File: src/hw/bms_pkg.sv
// Constants, types and register map of the bridge measurement sequencer
package bms_pkg;
    localparam int unsigned CLK_FREQ_HZ = 10_000_000;
    localparam int unsigned HZ_PER_MHZ = 1_000_000;
    localparam int unsigned CLK_PER_US = CLK_FREQ_HZ / HZ_PER_MHZ;

    // Register byte addresses
    localparam logic [7:0] ADDR_CYCLE_CFG = 8'h00;
    localparam logic [7:0] ADDR_CONV_CFG = 8'h04;
    localparam logic [7:0] ADDR_STATUS = 8'h08;
    localparam logic [7:0] ADDR_RESULT = 8'h0c;
    localparam logic [7:0] ADDR_CONV_INFO = 8'h10;

    // Cycle configuration word fields
    localparam int CYC_T2E_BIT = 0;
    localparam int CYC_T1E_BIT = 1;
    localparam int CYC_T1SRC_LO = 2;
    localparam int CYC_T2SRC_LO = 4;
    localparam int CYC_RUN_BIT = 6;
    localparam int CYC_NCODE_LO = 7;
    localparam int CYC_NCODE_HI = 9;
    localparam logic [31:0] CYC_WMASK = 32'h0000_03ff;
    localparam logic [31:0] CYC_RESET = 32'h0000_0042;

    // Application / converter configuration word fields
    localparam int CNV_ORDER_BIT = 0;
    localparam int CNV_RES_LO = 1;
    localparam int CNV_RES_HI = 4;
    localparam int CNV_RS_LO = 5;
    localparam int CNV_REF_BIT = 7;
    localparam int CNV_XZCE_BIT = 8;
    localparam int CNV_XZC_LO = 9;
    localparam int CNV_XZC_HI = 14;
    localparam logic [31:0] CNV_WMASK = 32'h0000_7fff;
    localparam logic [31:0] CNV_RESET = 32'h0000_0018;

    // Converter limits
    localparam logic [3:0] RES1_MIN = 4'h9;
    localparam logic [3:0] RES1_MAX = 4'he;
    localparam logic [3:0] RES2_MIN = 4'hb;
    localparam logic [3:0] RES2_MAX = 4'hf;
    localparam logic [3:0] RES_OUT_ANALOG_MAX = 4'hb;
    localparam logic [3:0] RES_OUT_PWM_MAX = 4'hc;
    localparam logic [3:0] ORDER2_EXP_ADD = 4'h3;
    // sqrt(2) as 181/128 for half-integer exponents
    localparam int unsigned SQRT2_NUM = 181;
    localparam int SQRT2_SHIFT = 7;
    localparam logic signed [5:0] XZC_GUAR_MAX = 6'sh14;
    localparam logic signed [5:0] XZC_GUAR_MIN = -6'sh14;
    localparam logic signed [5:0] XZC_ACC_MIN = -6'sh1f;
    localparam int CNT_W = 24;

    typedef enum logic [2:0] {
        MUX_AUTOZERO,
        MUX_DIODE,
        MUX_BRIDGE_RES,
        MUX_THERMISTOR,
        MUX_BRIDGE,
        MUX_COMMON_MODE
    } bms_mux_e;

    typedef enum logic [2:0] {
        TAG_BRIDGE,
        TAG_BRIDGE_AZ,
        TAG_TEMP1_AZ,
        TAG_TEMP1,
        TAG_TEMP2_AZ,
        TAG_TEMP2,
        TAG_COMMON_MODE
    } bms_tag_e;

    typedef struct packed {
        logic [15:0] count;
        bms_tag_e tag;
    } bms_result_s;

    typedef struct packed {
        logic second_order;
        logic [3:0] resolution;
        logic [1:0] range_shift_fraction;
        logic converter_reference_select;
        logic xzc_enable;
        logic signed [5:0] xzc_step;
    } bms_conv_s;
endpackage : bms_pkg

File: src/hw/bms_sequencer.sv
// Bridge measurement sequencer with converter control and APB registers
`timescale 1ns/1ns
module bms_sequencer #(
    parameter int unsigned CLK_PER_US = bms_pkg::CLK_PER_US
) (
    input wire logic i_core_clk,
    input wire logic i_rst_n,
    input wire logic i_psel,
    input wire logic i_penable,
    input wire logic i_pwrite,
    input wire logic [7:0] i_paddr,
    input wire logic [31:0] i_pwdata,
    output logic [31:0] o_prdata,
    output logic o_pready,
    output logic o_pslverr,
    input wire logic [15:0] i_conv_count,
    input wire logic i_res_ready,
    output bms_pkg::bms_mux_e o_mux_sel,
    output logic o_conv_active,
    output bms_pkg::bms_conv_s o_conv_cfg,
    output logic [15:0] o_zero_count,
    output logic o_res_valid,
    output bms_pkg::bms_result_s o_result
);
    typedef enum logic [1:0] {
        ST_PICK,
        ST_CONV,
        ST_HAND
    } bms_state_e;

    logic [31:0] cyc_r;
    logic [31:0] cnv_r;
    logic [31:0] prdata_r;
    logic pslverr_r;
    bms_state_e state_r;
    logic in_start_r;
    logic [1:0] start_step_r;
    logic [2:0] phase_r;
    logic [7:0] br_cnt_r;
    logic [bms_pkg::CNT_W-1:0] conv_cnt_r;
    bms_pkg::bms_mux_e mux_r;
    bms_pkg::bms_tag_e tag_r;
    logic res_valid_r;
    bms_pkg::bms_result_s result_r;
    logic [15:0] last_count_r;

    logic wr_en;
    logic rd_setup;
    logic addr_ok;
    logic [7:0] n_count;
    logic t2e;
    logic t1e;
    logic run;
    logic [3:0] res_eff;
    logic res_bad;
    logic xzc_unguar;
    logic [bms_pkg::CNT_W-1:0] conv_cycles;
    bms_pkg::bms_conv_s conv_cfg;
    bms_pkg::bms_mux_e pick_mux;
    bms_pkg::bms_tag_e pick_tag;
    logic pick_bridge;

    function automatic logic [7:0] ncode_to_count(input logic [2:0] code);
        ncode_to_count = 8'h01 << code;
    endfunction : ncode_to_count

    function automatic bms_pkg::bms_mux_e temp_src(input logic [1:0] sel);
        unique case (sel)
            2'h1: temp_src = bms_pkg::MUX_BRIDGE_RES;
            2'h2: temp_src = bms_pkg::MUX_THERMISTOR;
            default: temp_src = bms_pkg::MUX_DIODE;
        endcase
    endfunction : temp_src

    // Zero-input count: 2^r * (1 - fraction) = 2^r >> (code + 1)
    function automatic logic [15:0] zero_count(input logic [3:0] r,
                                               input logic [1:0] rs);
        logic [16:0] full;
        full = 17'h00001 << r;
        zero_count = full[16:1] >> rs;
    endfunction : zero_count

    assign wr_en = i_psel && i_penable && i_pwrite;
    assign rd_setup = i_psel && !i_penable;
    assign addr_ok = (i_paddr == bms_pkg::ADDR_CYCLE_CFG) ||
                     (i_paddr == bms_pkg::ADDR_CONV_CFG) ||
                     (i_paddr == bms_pkg::ADDR_STATUS) ||
                     (i_paddr == bms_pkg::ADDR_RESULT) ||
                     (i_paddr == bms_pkg::ADDR_CONV_INFO);

    assign n_count = ncode_to_count(
        cyc_r[bms_pkg::CYC_NCODE_HI:bms_pkg::CYC_NCODE_LO]);
    assign t2e = cyc_r[bms_pkg::CYC_T2E_BIT];
    assign t1e = cyc_r[bms_pkg::CYC_T1E_BIT];
    assign run = cyc_r[bms_pkg::CYC_RUN_BIT];

    // Resolution clamped into the legal range of the chosen order
    always_comb
    begin
        logic [3:0] r;
        r = cnv_r[bms_pkg::CNV_RES_HI:bms_pkg::CNV_RES_LO];
        res_eff = r;
        res_bad = 1'b0;
        if (cnv_r[bms_pkg::CNV_ORDER_BIT])
        begin
            if (r < bms_pkg::RES2_MIN)
            begin
                res_eff = bms_pkg::RES2_MIN;
                res_bad = 1'b1;
            end
        end
        else if (r < bms_pkg::RES1_MIN)
        begin
            res_eff = bms_pkg::RES1_MIN;
            res_bad = 1'b1;
        end
        else if (r > bms_pkg::RES1_MAX)
        begin
            res_eff = bms_pkg::RES1_MAX;
            res_bad = 1'b1;
        end
    end

    // Conversion time in clock cycles
    always_comb
    begin
        logic [4:0] e2;
        logic [bms_pkg::CNT_W-1:0] us;
        logic [bms_pkg::CNT_W+7:0] scaled;
        e2 = {1'b0, res_eff} + {1'b0, bms_pkg::ORDER2_EXP_ADD};
        us = '0;
        scaled = '0;
        if (cnv_r[bms_pkg::CNV_ORDER_BIT])
        begin
            us = bms_pkg::CNT_W'(1) << e2[4:1];
            if (!e2[0])
            begin
                us = us;
            end
            else
            begin
                scaled = (bms_pkg::CNT_W+8)'(us) * (bms_pkg::CNT_W+8)'(
                    bms_pkg::SQRT2_NUM);
                us = bms_pkg::CNT_W'(scaled >> bms_pkg::SQRT2_SHIFT);
            end
        end
        else
        begin
            us = bms_pkg::CNT_W'(1) << res_eff;
        end
        scaled = (bms_pkg::CNT_W+8)'(us) * (bms_pkg::CNT_W+8)'(CLK_PER_US);
        conv_cycles = bms_pkg::CNT_W'(scaled);
    end

    // Converter settings driven to the analog path
    always_comb
    begin
        conv_cfg.second_order = cnv_r[bms_pkg::CNV_ORDER_BIT];
        conv_cfg.resolution = res_eff;
        conv_cfg.range_shift_fraction =
            cnv_r[bms_pkg::CNV_RS_LO+1:bms_pkg::CNV_RS_LO];
        conv_cfg.converter_reference_select = cnv_r[bms_pkg::CNV_REF_BIT];
        conv_cfg.xzc_enable = cnv_r[bms_pkg::CNV_XZCE_BIT];
        conv_cfg.xzc_step =
            cnv_r[bms_pkg::CNV_XZC_HI:bms_pkg::CNV_XZC_LO];
        // Minus 32 is outside the accepted span
        if (conv_cfg.xzc_step < bms_pkg::XZC_ACC_MIN)
        begin
            conv_cfg.xzc_step = bms_pkg::XZC_ACC_MIN;
        end
        if (conv_cfg.converter_reference_select)
        begin
            conv_cfg.xzc_enable = 1'b1;
            conv_cfg.xzc_step = '0;
        end
    end

    assign xzc_unguar = (conv_cfg.xzc_step > bms_pkg::XZC_GUAR_MAX) ||
                        (conv_cfg.xzc_step < bms_pkg::XZC_GUAR_MIN);

    // Choice of the next conversion
    always_comb
    begin
        pick_mux = bms_pkg::MUX_BRIDGE;
        pick_tag = bms_pkg::TAG_BRIDGE;
        pick_bridge = 1'b0;
        if (in_start_r)
        begin
            unique case (start_step_r)
                2'h0:
                begin
                    pick_mux = bms_pkg::MUX_BRIDGE;
                    pick_tag = bms_pkg::TAG_BRIDGE;
                end
                2'h1:
                begin
                    pick_mux = bms_pkg::MUX_AUTOZERO;
                    pick_tag = bms_pkg::TAG_BRIDGE_AZ;
                end
                2'h2:
                begin
                    pick_mux = bms_pkg::MUX_AUTOZERO;
                    pick_tag = bms_pkg::TAG_TEMP1_AZ;
                end
                2'h3:
                begin
                    pick_mux = temp_src(cyc_r[bms_pkg::CYC_T1SRC_LO+1:
                                              bms_pkg::CYC_T1SRC_LO]);
                    pick_tag = bms_pkg::TAG_TEMP1;
                end
            endcase
        end
        else if (br_cnt_r < n_count)
        begin
            pick_bridge = 1'b1;
        end
        else
        begin
            unique case (phase_r)
                3'h0:
                begin
                    pick_mux = bms_pkg::MUX_AUTOZERO;
                    pick_tag = bms_pkg::TAG_TEMP1_AZ;
                end
                3'h1:
                begin
                    pick_mux = temp_src(cyc_r[bms_pkg::CYC_T1SRC_LO+1:
                                              bms_pkg::CYC_T1SRC_LO]);
                    pick_tag = bms_pkg::TAG_TEMP1;
                end
                3'h2:
                begin
                    pick_mux = bms_pkg::MUX_AUTOZERO;
                    pick_tag = bms_pkg::TAG_BRIDGE_AZ;
                end
                3'h3:
                begin
                    pick_mux = bms_pkg::MUX_AUTOZERO;
                    pick_tag = bms_pkg::TAG_TEMP2_AZ;
                end
                3'h4:
                begin
                    pick_mux = temp_src(cyc_r[bms_pkg::CYC_T2SRC_LO+1:
                                              bms_pkg::CYC_T2SRC_LO]);
                    pick_tag = bms_pkg::TAG_TEMP2;
                end
                default:
                begin
                    pick_mux = bms_pkg::MUX_COMMON_MODE;
                    pick_tag = bms_pkg::TAG_COMMON_MODE;
                end
            endcase
        end
    end

    // Configuration registers
    always_ff @(posedge i_core_clk)
    begin
        if (!i_rst_n)
        begin
            cyc_r <= bms_pkg::CYC_RESET;
            cnv_r <= bms_pkg::CNV_RESET;
        end
        else if (wr_en && i_paddr == bms_pkg::ADDR_CYCLE_CFG)
        begin
            cyc_r <= i_pwdata & bms_pkg::CYC_WMASK;
        end
        else if (wr_en && i_paddr == bms_pkg::ADDR_CONV_CFG)
        begin
            cnv_r <= i_pwdata & bms_pkg::CNV_WMASK;
        end
    end

    // Read data and error captured in the setup phase
    always_ff @(posedge i_core_clk)
    begin
        if (!i_rst_n)
        begin
            prdata_r <= '0;
            pslverr_r <= 1'b0;
        end
        else if (rd_setup)
        begin
            pslverr_r <= !addr_ok;
            prdata_r <= '0;
            if (!i_pwrite)
            begin
                unique case (i_paddr)
                    bms_pkg::ADDR_CYCLE_CFG: prdata_r <= cyc_r;
                    bms_pkg::ADDR_CONV_CFG: prdata_r <= cnv_r;
                    bms_pkg::ADDR_STATUS:
                        prdata_r <= {20'h00000, xzc_unguar, res_bad,
                                     in_start_r, res_valid_r, state_r,
                                     phase_r, tag_r};
                    bms_pkg::ADDR_RESULT:
                        prdata_r <= {13'h0000, result_r.tag, last_count_r};
                    bms_pkg::ADDR_CONV_INFO:
                        prdata_r <= {res_eff > bms_pkg::RES_OUT_PWM_MAX ?
                                     bms_pkg::RES_OUT_PWM_MAX : res_eff,
                                     res_eff > bms_pkg::RES_OUT_ANALOG_MAX ?
                                     bms_pkg::RES_OUT_ANALOG_MAX : res_eff,
                                     conv_cycles};
                    default: prdata_r <= '0;
                endcase
            end
        end
    end

    // Sequencer
    always_ff @(posedge i_core_clk)
    begin
        if (!i_rst_n)
        begin
            state_r <= ST_PICK;
            in_start_r <= 1'b1;
            start_step_r <= '0;
            phase_r <= '0;
            br_cnt_r <= '0;
            conv_cnt_r <= '0;
            mux_r <= bms_pkg::MUX_AUTOZERO;
            tag_r <= bms_pkg::TAG_BRIDGE;
        end
        else
        begin
            unique case (state_r)
                ST_PICK:
                begin
                    if (run)
                    begin
                        mux_r <= pick_bridge ? bms_pkg::MUX_BRIDGE : pick_mux;
                        tag_r <= pick_bridge ? bms_pkg::TAG_BRIDGE : pick_tag;
                        conv_cnt_r <= conv_cycles;
                        state_r <= ST_CONV;
                        if (in_start_r)
                        begin
                            if (start_step_r == 2'h3 ||
                                (start_step_r == 2'h1 && !t1e))
                            begin
                                in_start_r <= 1'b0;
                            end
                            start_step_r <= start_step_r + 2'h1;
                        end
                        else if (pick_bridge)
                        begin
                            br_cnt_r <= br_cnt_r + 8'h01;
                        end
                        else
                        begin
                            br_cnt_r <= '0;
                            if (phase_r == 3'h2 && !t2e)
                            begin
                                phase_r <= 3'h5;
                            end
                            else if (phase_r == 3'h5)
                            begin
                                phase_r <= '0;
                            end
                            else
                            begin
                                phase_r <= phase_r + 3'h1;
                            end
                        end
                    end
                end
                ST_CONV:
                begin
                    conv_cnt_r <= conv_cnt_r - bms_pkg::CNT_W'(1);
                    if (conv_cnt_r == bms_pkg::CNT_W'(1))
                    begin
                        state_r <= ST_HAND;
                    end
                end
                ST_HAND:
                begin
                    if (i_res_ready)
                    begin
                        state_r <= ST_PICK;
                    end
                end
            endcase
        end
    end

    // Result handed to the calibration controller
    always_ff @(posedge i_core_clk)
    begin
        if (!i_rst_n)
        begin
            res_valid_r <= 1'b0;
            result_r <= '0;
            last_count_r <= '0;
        end
        else if (state_r == ST_CONV && conv_cnt_r == bms_pkg::CNT_W'(1))
        begin
            res_valid_r <= 1'b1;
            result_r.count <= i_conv_count;
            result_r.tag <= tag_r;
            last_count_r <= i_conv_count;
        end
        else if (state_r == ST_HAND && i_res_ready)
        begin
            res_valid_r <= 1'b0;
        end
    end

    assign o_prdata = prdata_r;
    assign o_pready = 1'b1;
    assign o_pslverr = pslverr_r && i_psel && i_penable;
    assign o_mux_sel = mux_r;
    assign o_conv_active = (state_r == ST_CONV);
    assign o_conv_cfg = conv_cfg;
    assign o_zero_count = zero_count(res_eff,
                                     conv_cfg.range_shift_fraction);
    assign o_res_valid = res_valid_r;
    assign o_result = result_r;
endmodule : bms_sequencer

File: config.mk
export PLATFORM = sky130hd
export DESIGN_NAME = bms_sequencer
export DESIGN_NICKNAME = d
export VERILOG_FILES = /design/src/hw/bms_pkg.sv /design/src/hw/bms_sequencer.sv
export SDC_FILE = /design/constraint.sdc
export NUM_CORES = 1
export LEC_CHECK = 0
export BUFFER_PORTS_ARGS = -buffer_cell sky130_fd_sc_hd__clkbuf_2
export CAP_MARGIN = 20
export CORE_ASPECT_RATIO = 1.1
export CORE_MARGIN = 10
export CORE_UTILIZATION = 52
export CTS_BUF_LIST = sky130_fd_sc_hd__clkbuf_4 sky130_fd_sc_hd__clkbuf_8
export DETAILED_ROUTE_END_ITERATION = 6
export PLACE_DENSITY = 0.77
export SYNTH_ARGS = -nofsm -noshare
export SYNTH_HDL_FRONTEND = slang
export SYNTH_SLANG_ARGS = --single-unit
File: constraint.sdc
create_clock -name i_core_clk -period 8.5 [get_ports i_core_clk]
set_input_delay 0.425 -clock i_core_clk [delete_from_list [all_inputs] [get_ports i_core_clk]]
set_output_delay 0.425 -clock i_core_clk [all_outputs]
set_load 0.02 [all_outputs]
After elaboration in Yosys (flattened, before gate mapping)
Cells that the tools add are included.
- flip-flop bits (word level): 124
- bits of input ports: 62
- output and inout port bits: 89
- word-level logic and storage cells: 140
- add/subtract/negate cells: 5
- multipliers: 2
- magnitude comparators: 9
- eq/ne operators: 22
- shifts and indexed selects: 5
- mux-type cells: 43
- bitwise gates (word level): 3
- reduce and logical (&&, ||, !) cells: 36
- operators by type and width (cell ; number):
    $pmux 32 s5 ; 1
    $mux 24 ; 3
    $pmux 24 s2 ; 1
    $shl 1x4->24 const A ; 2
    $mux 32 ; 1
    $mul 24x8->31 const B ; 1
    $eq 24x1->1 const B ; 1
    $mul 24x3->23 const B ; 1
    $mux 3 ; 8
    $mux 4 ; 6
    $sub 24x1->24 const B ; 1
    $pmux 3 s3 ; 2
    $shl 1x4->17 const A ; 1
    $eq 8x4->1 const B ; 2
    $shr 16x2->16 ; 1
    $pmux 3 s5 ; 1
    $gt 4x4->1 const B ; 3
    $lt 6x6->1 const B ; 2
    $pmux 3 s4 ; 1
    $logic_and 1x1->1 ; 11
    $eq 2x2->1 const B ; 5
    $mux 1 ; 10
    $reduce_and 3->1 ; 3
    $add 8x1->8 const B ; 1
    32 further kinds ; 56

Depth between registers and ports, before layout
Gate-level depths: netlist of the first run.
- depth in word-level cells: 12
- mapped depth: 36
- gate-level depth less buffers: 34

Worst setup path after synthesis of the first run
Ideal clock, no wire load.
- path type: register to register
- start point: reg cnv_r[4]
- end point: reg prdata_r[20] (netlist: o_prdata[20])
- library setup time: 0.062 ns
- arrival: 8.009 ns
- required time: 8.438 ns
- setup slack: 0.428 ns
- stages on the path, launching flop included: 33
- buffers on the path: 1
- clock period less this slack: 8.072 ns
- cell sequence: dfxtp_1 and2_1 clkbuf_1 o21ai_0 inv_1 ha_1 ha_1 nand2b_1 nor2_1 ha_1 inv_1 fa_1 inv_1 fa_1 inv_1 fa_1 inv_1 ha_1 a21o_1 a21o_1 a31o_2 o211ai_2 a21boi_0 o21ai_0 mux2i_1 o21ai_0 ha_1 ha_1 or3_1 o41a_1 a31o_2 or3_1 nand3_1
- RTL lines (what ; line ; source):
    start: declaration ; bms_sequencer.sv:32 ; logic [31:0] cnv_r;
    start signal: assignment ; bms_sequencer.sv:262 ; cnv_r <= bms_pkg::CNV_RESET;
    start signal: assignment ; bms_sequencer.sv:270 ; cnv_r <= i_pwdata & bms_pkg::CNV_WMASK;
    end signal: assignment ; bms_sequencer.sv:289 ; bms_pkg::ADDR_CYCLE_CFG: prdata_r <= cyc_r;
    end signal: assignment ; bms_sequencer.sv:290 ; bms_pkg::ADDR_CONV_CFG: prdata_r <= cnv_r;
    end signal: assignment ; bms_sequencer.sv:292 ; prdata_r <= {20'h00000, xzc_unguar, res_bad,
    end: declaration ; bms_sequencer.sv:33 ; logic [31:0] prdata_r;

Worst setup path after layout of the first run
- start point: reg cnv_r[0]
- end point: reg prdata_r[19] (netlist: o_prdata[19])
- word-level cells in the longest chain between the ends: 9
- elaborated cells between the ends (all ways): 10
- those cells by class: 1 x add/sub; 2 x mul; 2 x shift; 5 x mux
- RTL lines (what ; line ; source):
    $mux 4 ; bms_sequencer.sv:104 ; if (cnv_r[bms_pkg::CNV_ORDER_BIT])
    $add 4x2->5 ; bms_sequencer.sv:130 ; e2 = {1'b0, res_eff} + {1'b0, bms_pkg::ORDER2_EXP_ADD};
    $shl 1x4->24 ; bms_sequencer.sv:135 ; us = bms_pkg::CNT_W'(1) << e2[4:1];
    $mul 24x8->31 ; bms_sequencer.sv:142 ; scaled = (bms_pkg::CNT_W+8)'(us) * (bms_pkg::CNT_W+8)'(
    $mux 24 ; bms_sequencer.sv:136 ; if (!e2[0])
    $mux 24 * ; bms_sequencer.sv:133 ; if (cnv_r[bms_pkg::CNV_ORDER_BIT])
    $mul 24x3->23 * ; bms_sequencer.sv:151 ; scaled = (bms_pkg::CNT_W+8)'(us) * (bms_pkg::CNT_W+8)'(CLK_PER_US);
    $pmux 32 s5 * ; bms_sequencer.sv:288 ; unique case (i_paddr)
    $mux 32 * ; bms_sequencer.sv:286 ; if (!i_pwrite)
Every way passes the cells marked *; elsewhere a longest branch is shown, timed or not.
A chain may end at the register's enable or synchronous reset.

==> metrics.md, run 1 <==
| Metric | Value |
|---|---|
| Status | completed |
| Gate power share | 22.1% |
| Setup tns final | 0 ps |
| Max-Cap Viols | 0 |
| Synthesis-to-layout area growth | 12.1% |
| Post-synthesis cell area | 10200 um^2 |
| # IOs | 151 |
| Placed cell count | 1612 |
| Kind of critical path | flip-flop to flip-flop |
| WL/cell | 18.0 um |
| Relative slew margins | 33.2% |
| Post-DP Area | 11000 um^2 |
| Die area | 25700 um^2 |
| Clock share of power | 34.6% |
| Crit path required time | 8810 ps |
| Maximum clock frequency | 123 MHz |
| First-pass GRT wire length | 47700 um |
| Synth Warn # | 0 |
| Clock buffer depth | 2 |
| Fin Hold WS | 191 ps |
| Die X | 154 um |
| Setup violations, final | 0 |
| Worst clock skew | 19.9 ps |
| Synth cell types | 77 |
| Clk root buf | clkbuf_8 |
| Drt drc | 0 |
| Crit-path max FO | 9 |
| GRT Max-Usage Layer | met2 |
| M3 GR Usage | 4.71% |
| Skew-Pair Late Insertion Delay | 460 ps |
| Sequential cell area fraction in the yosys report | 23.9% |
| Fillers | 1741 |
| Number of global-route vias before repair | 9426 |
| Fraction of layout cells with a size suffix above 1 | 16.1% |
| Internal Dissipation | 954 uW |
| R2r setup slk | 340 ps |
| CTS buffer count | 17 |
| # H-tree levels | 4 |
| Sw Share | 34.1% |
| Final Hold Fails | 0 |
| Async SR Flop Fraction | 0% |
| Maximum VDD drop | 0.000153 V |
| Most common library cell in the layout ignoring fill and taps | nor2_1 |
| Critical path endpoint category | flip-flop |
| Instance count of the mapped netlist | 1281 |
| Reg power frac | 43.3% |
| Critical Path Start Type | flip-flop |
| Remaining global-route overflow | 0 |
| Mean area per synthesized cell | 7.99 um^2 |
| Initial antenna violation count | 0 |
| Initial Utilization | 53.2% |
| Placed wire-length estimate | 23000 um |
| TritonRoute pass-1 iters | 5 |
| RePlAce Congestion | 0.924 |
| Detailed Route Iter0 Violations | 838 |
| ANT nets after route | 0 |
| Final min period | 8160 ps |
| Routed vias/inst | 5.87 |
| Synthesized flop and latch total | 122 |
| Slowest cell on crit path | fa_1 |
| Core Footprint | 19200 um^2 |
| Worst Hold Class | primary input to flip-flop |
| Met1 Use GR | 26.7% |
| P_sw | 494 uW |
| Tcrit/Tclk final | 96.0% |
| Slew Viols, Final | 0 |
| Actual slew at the worst max-slew pin | 1000 ps |
| Fin cells | 1643 |
| GRT Util Overall | 22.4% |
| Most frequent cells in the layout | nor2_1, clkbuf_2, dfxtp_1 |
| Number of cell rows | 53 |
| Lkg Pwr | 0.00546 uW |
| Max stage delay on crit path | 540 ps |
| Synth area leader | dfxtp_1 |
| Largest net degree at the start of global routing | 90 |
| P per Cell Area | 126 nW/um^2 |
| CTS clk-pin slew, worst paths | 80 ps |
| Die span in y | 167 um |
| Via count | 9647 |
| CTS tree | done |
| Primary FF master, synth | dfxtp_1 |
| # nets final | 1592 |
| Ranking of synthesized cells by area | dfxtp_1, ha_1, fa_1 |
| ANT cells | 0 |
| Final Cell Area | 11500 um^2 |
| Final WL | 29600 um |
| Clock tree sinks | 122 |
| Met2 Track Usage GR | 38.0% |
| Port bufs | 124 |
| Post-synth top area share | 23.9% |
| Number of synthesized flops with an enable pin | 0 |
| Worst Path Arrival | 8470 ps |
[flip-flops by register name, indices dropped and copies added (netlist names), 8 cells and up]
signal,count
conv_cnt_r,24
cyc_r,10
o_prdata,30
cnv_r,15
br_cnt_r,8
last_count_r,16
[power by group through the flow]
stage,clock (uW),sequential [uW],combinational [uW]
final,502,627,319
after CTS,508,626,315
after floorplan,0,636,239
after detailed placement,0,638,313
after global placement,0,638,304
after global routing,530,631,357
[worst max-delay path: cells and delay by family (launching register included)]
family,cells,cell delay (ps)
AOI/OAI and AO/OA,11,2230
xor gates and xnor gates,1,180
adders and majority gates,9,3550
buffers and inverters,5,410
DFF,1,390
muxes,1,230
and+or+nand+nor,6,1060
[logic make-up (layout without fill, tap and decap cells)]
| group | count (synthesis) | after routing | share of synthesized area [%] |
|---|---|---|---|
| other cells | 2 | 13 | 0.0734 |
| xor+xnor | 53 | 53 | 4.54 |
| fa+ha+maj | 148 | 148 | 20.5 |
| compound gates | 318 | 318 | 20.0 |
| flops | 122 | 122 | 23.9 |
| mux | 50 | 50 | 5.01 |
| buf+inv | 189 | 293 | 7.54 |
| simple gates | 399 | 399 | 18.5 |
[timing repair]
action | CTS | global route
hold buffers | 0 | 0
endpoints found under the setup margin | 0 | 11
setup buffers | 0 | 0
resized for setup | 0 | 14
[metal layers]
metal / routed length (um) / vias to the layer above
met5: 0 / -
met1: 12000 / 4570
li1: - / 4669
met3: 2080 / 60
met2: 14500 / 348
met4: 1010 / 0
[through the flow]
step / power, uW / util, % / setup slack [ps]
3_3_place_gp: 942 / 57.4 / 362
6_report: 1450 / 59.6 / 344
4_1_cts: 1450 / 59.4 / 246
2_1_floorplan: 875 / - / 428
5_1_grt: 1520 / 59.6 / -24.4
3_5_place_dp: 951 / 57.4 / 273
[layout make-up]
type                            instances  area [um^2]  area share (%)
Clock inverter                         14          139            1.21
Timing Repair Buffer                  148          801            6.98
Sequential cell                       122         2440            21.3
Clock buffer                           17          234            2.04
Inverter                              114          428            3.73
Multi-Input combinational cell        981         7120            62.0
Tap cell                              247          309            2.69
[final timing paths]
check,end,cells after the start,start
worst min-delay path,cnv_r[10],3,i_pwdata[10]
worst max register to register,o_prdata[19],33,cnv_r[0]
worst max-delay path,o_prdata[19],33,cnv_r[0]
worst min register to register,o_prdata[6],2,o_prdata[6]
[cells in the mapped netlist (all sizes together) (30+ instances only)]
cell / instances
nand2: 106
mux2i: 49
dfxtp: 122
clkbuf: 46
fa: 33
nor2: 150
inv: 112
a21oi: 88
nor3: 30
ha: 113
o21ai: 85
(Power assumes the default switching activity.)
==> run 2, diff against run 1 <==
--- a/config.mk
+++ b/config.mk
@@ -11,8 +11,9 @@
 export CORE_MARGIN = 10
 export CORE_UTILIZATION = 52
 export CTS_BUF_LIST = sky130_fd_sc_hd__clkbuf_4 sky130_fd_sc_hd__clkbuf_8
+export CTS_CLUSTER_SIZE = 20
 export DETAILED_ROUTE_END_ITERATION = 6
-export PLACE_DENSITY = 0.77
+export PLACE_DENSITY = 0.74
 export SYNTH_ARGS = -nofsm -noshare
 export SYNTH_HDL_FRONTEND = slang
 export SYNTH_SLANG_ARGS = --single-unit
==> constraint.sdc (replaced) <==
create_clock -name i_core_clk -period 8.3 [get_ports i_core_clk]
set_input_delay 0.415 -clock i_core_clk [delete_from_list [all_inputs] [get_ports i_core_clk]]
set_output_delay 0.415 -clock i_core_clk [all_outputs]
set_load 0.02 [all_outputs]
==> run 2 against run 1 <==
  * Register-to-register slack gained 70 ps
  * Final cell count grew 0.79%
  * Combinational power grew 2%
  * Via count shrank 0.75%
  * Routed wire length grew 1.1%
  * Global-route usage grew 0.21 points
  * First-iteration DRC count grew 0.48%
  * Die area is the same
  * Core utilization grew 0.94 points
  * Maximum frequency grew 3.5%
  * Critical path depth grew 1
==> metrics.md, run 2 (same netlist as run 1, synthesis figures left out) <==
| Metric | Value |
|---|---|
| Status | completed |
| Largest net degree at the start of global routing | 90 (unchanged) |
| R2R cell count | 34 (+3.0%) |
| Relative slew margins | 32.0% (-1.2 points) |
| Maximum clock frequency | 127 MHz (+3.5%) |
| CP most frequent cell | ha_1 |
| Family with the most delay on the worst path | adder cells |
| Number of global-route vias before repair | 9338 (-0.93%) |
| Clk root buf | clkbuf_8 |
| Number of cell rows | 53 (unchanged) |
| CTS clk-pin slew, worst paths | 90 ps (about the same) |
| # H-tree levels | 4 (unchanged) |
| Most common library cell in the layout ignoring fill and taps | nor2_1 |
| R2r setup slk | 420 ps (+70 ps) |
| Worst Hold Class | primary input to flip-flop |
| Placed wire-length estimate | 23200 um (+1.1%) |
| Via count | 9575 (-0.75%) |
| Fillers | 1818 (+4.4%) |
| P per Cell Area | 131 nW/um^2 (+4.0%) |
| Met2 Track Usage GR | 38.8% (+0.79 points) |
| M3 GR Usage | 4.15% (-0.56 points) |
| ANT cells | 0 (unchanged) |
| Worst hold start | i_conv_count[0] |
| Most frequent cells in the layout | nor2_1, clkbuf_2, dfxtp_1 |
| Initial antenna violation count | 0 (unchanged) |
| Clock tree sinks | 122 (unchanged) |
| First-pass GRT wire length | 47900 um (+0.32%) |
| Die X | 154 um (unchanged) |
| Bufs and invs on worst path | 5 (unchanged) |
| Post-DP Area | 11100 um^2 (+0.78%) |
| Remaining global-route overflow | 0 (unchanged) |
| Actual slew at the worst max-slew pin | 1020 ps (+17.6 ps) |
| Final min period | 7880 ps (-273 ps) |
| Worst clock skew | 13.6 ps (-6.27 ps) |
| Slew Viols, Final | 0 (unchanged) |
| Die area | 25700 um^2 (unchanged) |
| Crit path required time | 8710 ps (-100 ps) |
| Worst R2R End | o_prdata[20] |
| Worst Path Arrival | 8300 ps (-170 ps) |
| Die span in y | 167 um (unchanged) |
| Max stage delay on crit path | 520 ps (-20 ps) |
| Clock buffer depth | 2 (unchanged) |
| Final WL | 30000 um (+1.1%) |
| TritonRoute pass-1 iters | 7 (+2) |
| Skew-Pair Late Insertion Delay | 470 ps (about the same) |
| GRT Max-Usage Layer | met2 |
| Final setup margin | 417 ps (+73.3 ps) |
| CTS Hold Bufs | 0 (unchanged) |
| ANT nets after route | 0 (unchanged) |
| CTS buffer count | 17 (unchanged) |
| Setup violations, final | 0 (unchanged) |
| Drt drc | 0 (unchanged) |
| Port bufs | 124 (unchanged) |
| GRT Util Overall | 22.6% (+0.21 points) |
| Synthesis-to-layout area growth | 13.9% |
| RePlAce Congestion | 0.942 (+1.9%) |
| Critical path endpoint category | flip-flop |
| Pre-CTS setup slack | 48.0 ps (-225 ps) |
| Hold Path Depth | 3 (unchanged) |
| Final Cell Area | 11700 um^2 (+1.6%) |
| # IOs | 151 (unchanged) |
| Maximum VDD drop | 0.000161 V (+5.2%) |
| Hold EP | last_count_r[0] |
| Final Hold Fails | 0 (unchanged) |
| WL/cell | 18.1 um (+0.34%) |
| Lkg Pwr | 0.00553 uW (+1.4%) |
| Critical Path Start Type | flip-flop |
| CTS tree | done |
| Max-Cap Viols | 0 (unchanged) |
| Initial Utilization | 53.2% (unchanged) |
| Tcrit/Tclk final | 95.0% (-0.98 points) |
| Core Footprint | 19200 um^2 (unchanged) |
| Detailed Route Iter0 Violations | 842 (+0.48%) |
| Met1 Use GR | 27.4% (+0.72 points) |
| RSZ-0062 raised after global routing | false |
| Routed vias/inst | 5.78 (-1.5%) |
| Kind of critical path | flip-flop to flip-flop |
| Crit-path max FO | 7 (-2) |
| Number of flip-flops in the largest register | 30 (unchanged) |
| Fraction of layout cells with a size suffix above 1 | 17.7% (+1.6 points) |
| Setup tns final | 0 ps (unchanged) |
| # nets final | 1604 (+0.75%) |
| Slowest cell on crit path | fa_1 |
| Reg-to-Reg Start | cnv_r[2] |
## run 2: what timing repair did
item / CTS / global route
buffers inserted: 0 / 1
gates resized for setup: 0 / 29
setup endpoints to repair: 0 / 21
## run 2: worst max path at each step
stage / startpoint / end / slack [ps] / cells after the start
global route: cnv_r[4] / o_prdata[20] / 7 / 30
floorplan: cnv_r[4] / o_prdata[20] / 230 / 32
detailed placement: cnv_r[0] / conv_cnt_r[21] / 50 / 33
finish: cnv_r[2] / o_prdata[20] / 420 / 34
CTS: cnv_r[0] / conv_cnt_r[21] / 30 / 33
global placement: cnv_r[0] / conv_cnt_r[21] / 220 / 33
## run 2: area by class of cell
type                    count  area [um^2]  area share (%)
multi-input cells         981         7170            61.5
flip-flops and latches    122         2440            21.0
repair buffers            160          891            7.65
inverters                 114          428            3.67
well taps                 247          309            2.65
clock buffers              18          248            2.13
clock inverters            14          164            1.41
## run 2: worst reg2reg max path, delay by kind of cell (launching register included)
family | cells | cell delay (ps)
xor+xnor | 3 | 510
fa+ha+maj | 9 | 3140
simple gates | 8 | 1350
flops | 1 | 310
compound gates | 9 | 1950
buf+inv | 5 | 590
## run 2: layer usage
metal | routed length [um] | vias to the layer above
li1 | - | 4687
met1 | 12600 | 4525
met2 | 14800 | 306
met3 | 1720 | 57
met4 | 855 | 0
met5 | 0 | -
## run 2: metrics by stage
| step | util [%] | hold WS, ps | cells | total power [uW] |
|---|---|---|---|---|
| floorplan | - | 444 | 1292 | 896 |
| global placement | 57.9 | 443 | 1623 | 965 |
| detailed placement | 57.9 | 452 | 1623 | 972 |
| CTS | 60.0 | 162 | 1655 | 1530 |
| global route | 60.6 | 173 | 1656 | 1600 |
| finish | 60.6 | 178 | 1656 | 1530 |
## run 2: power by group
group / leakage [uW] / switching, uW / internal [uW]
Combinational: 0.00434 / 206 / 120
Clock: 0.000204 / 279 / 282
Sequential: 0.000988 / 28.3 / 615
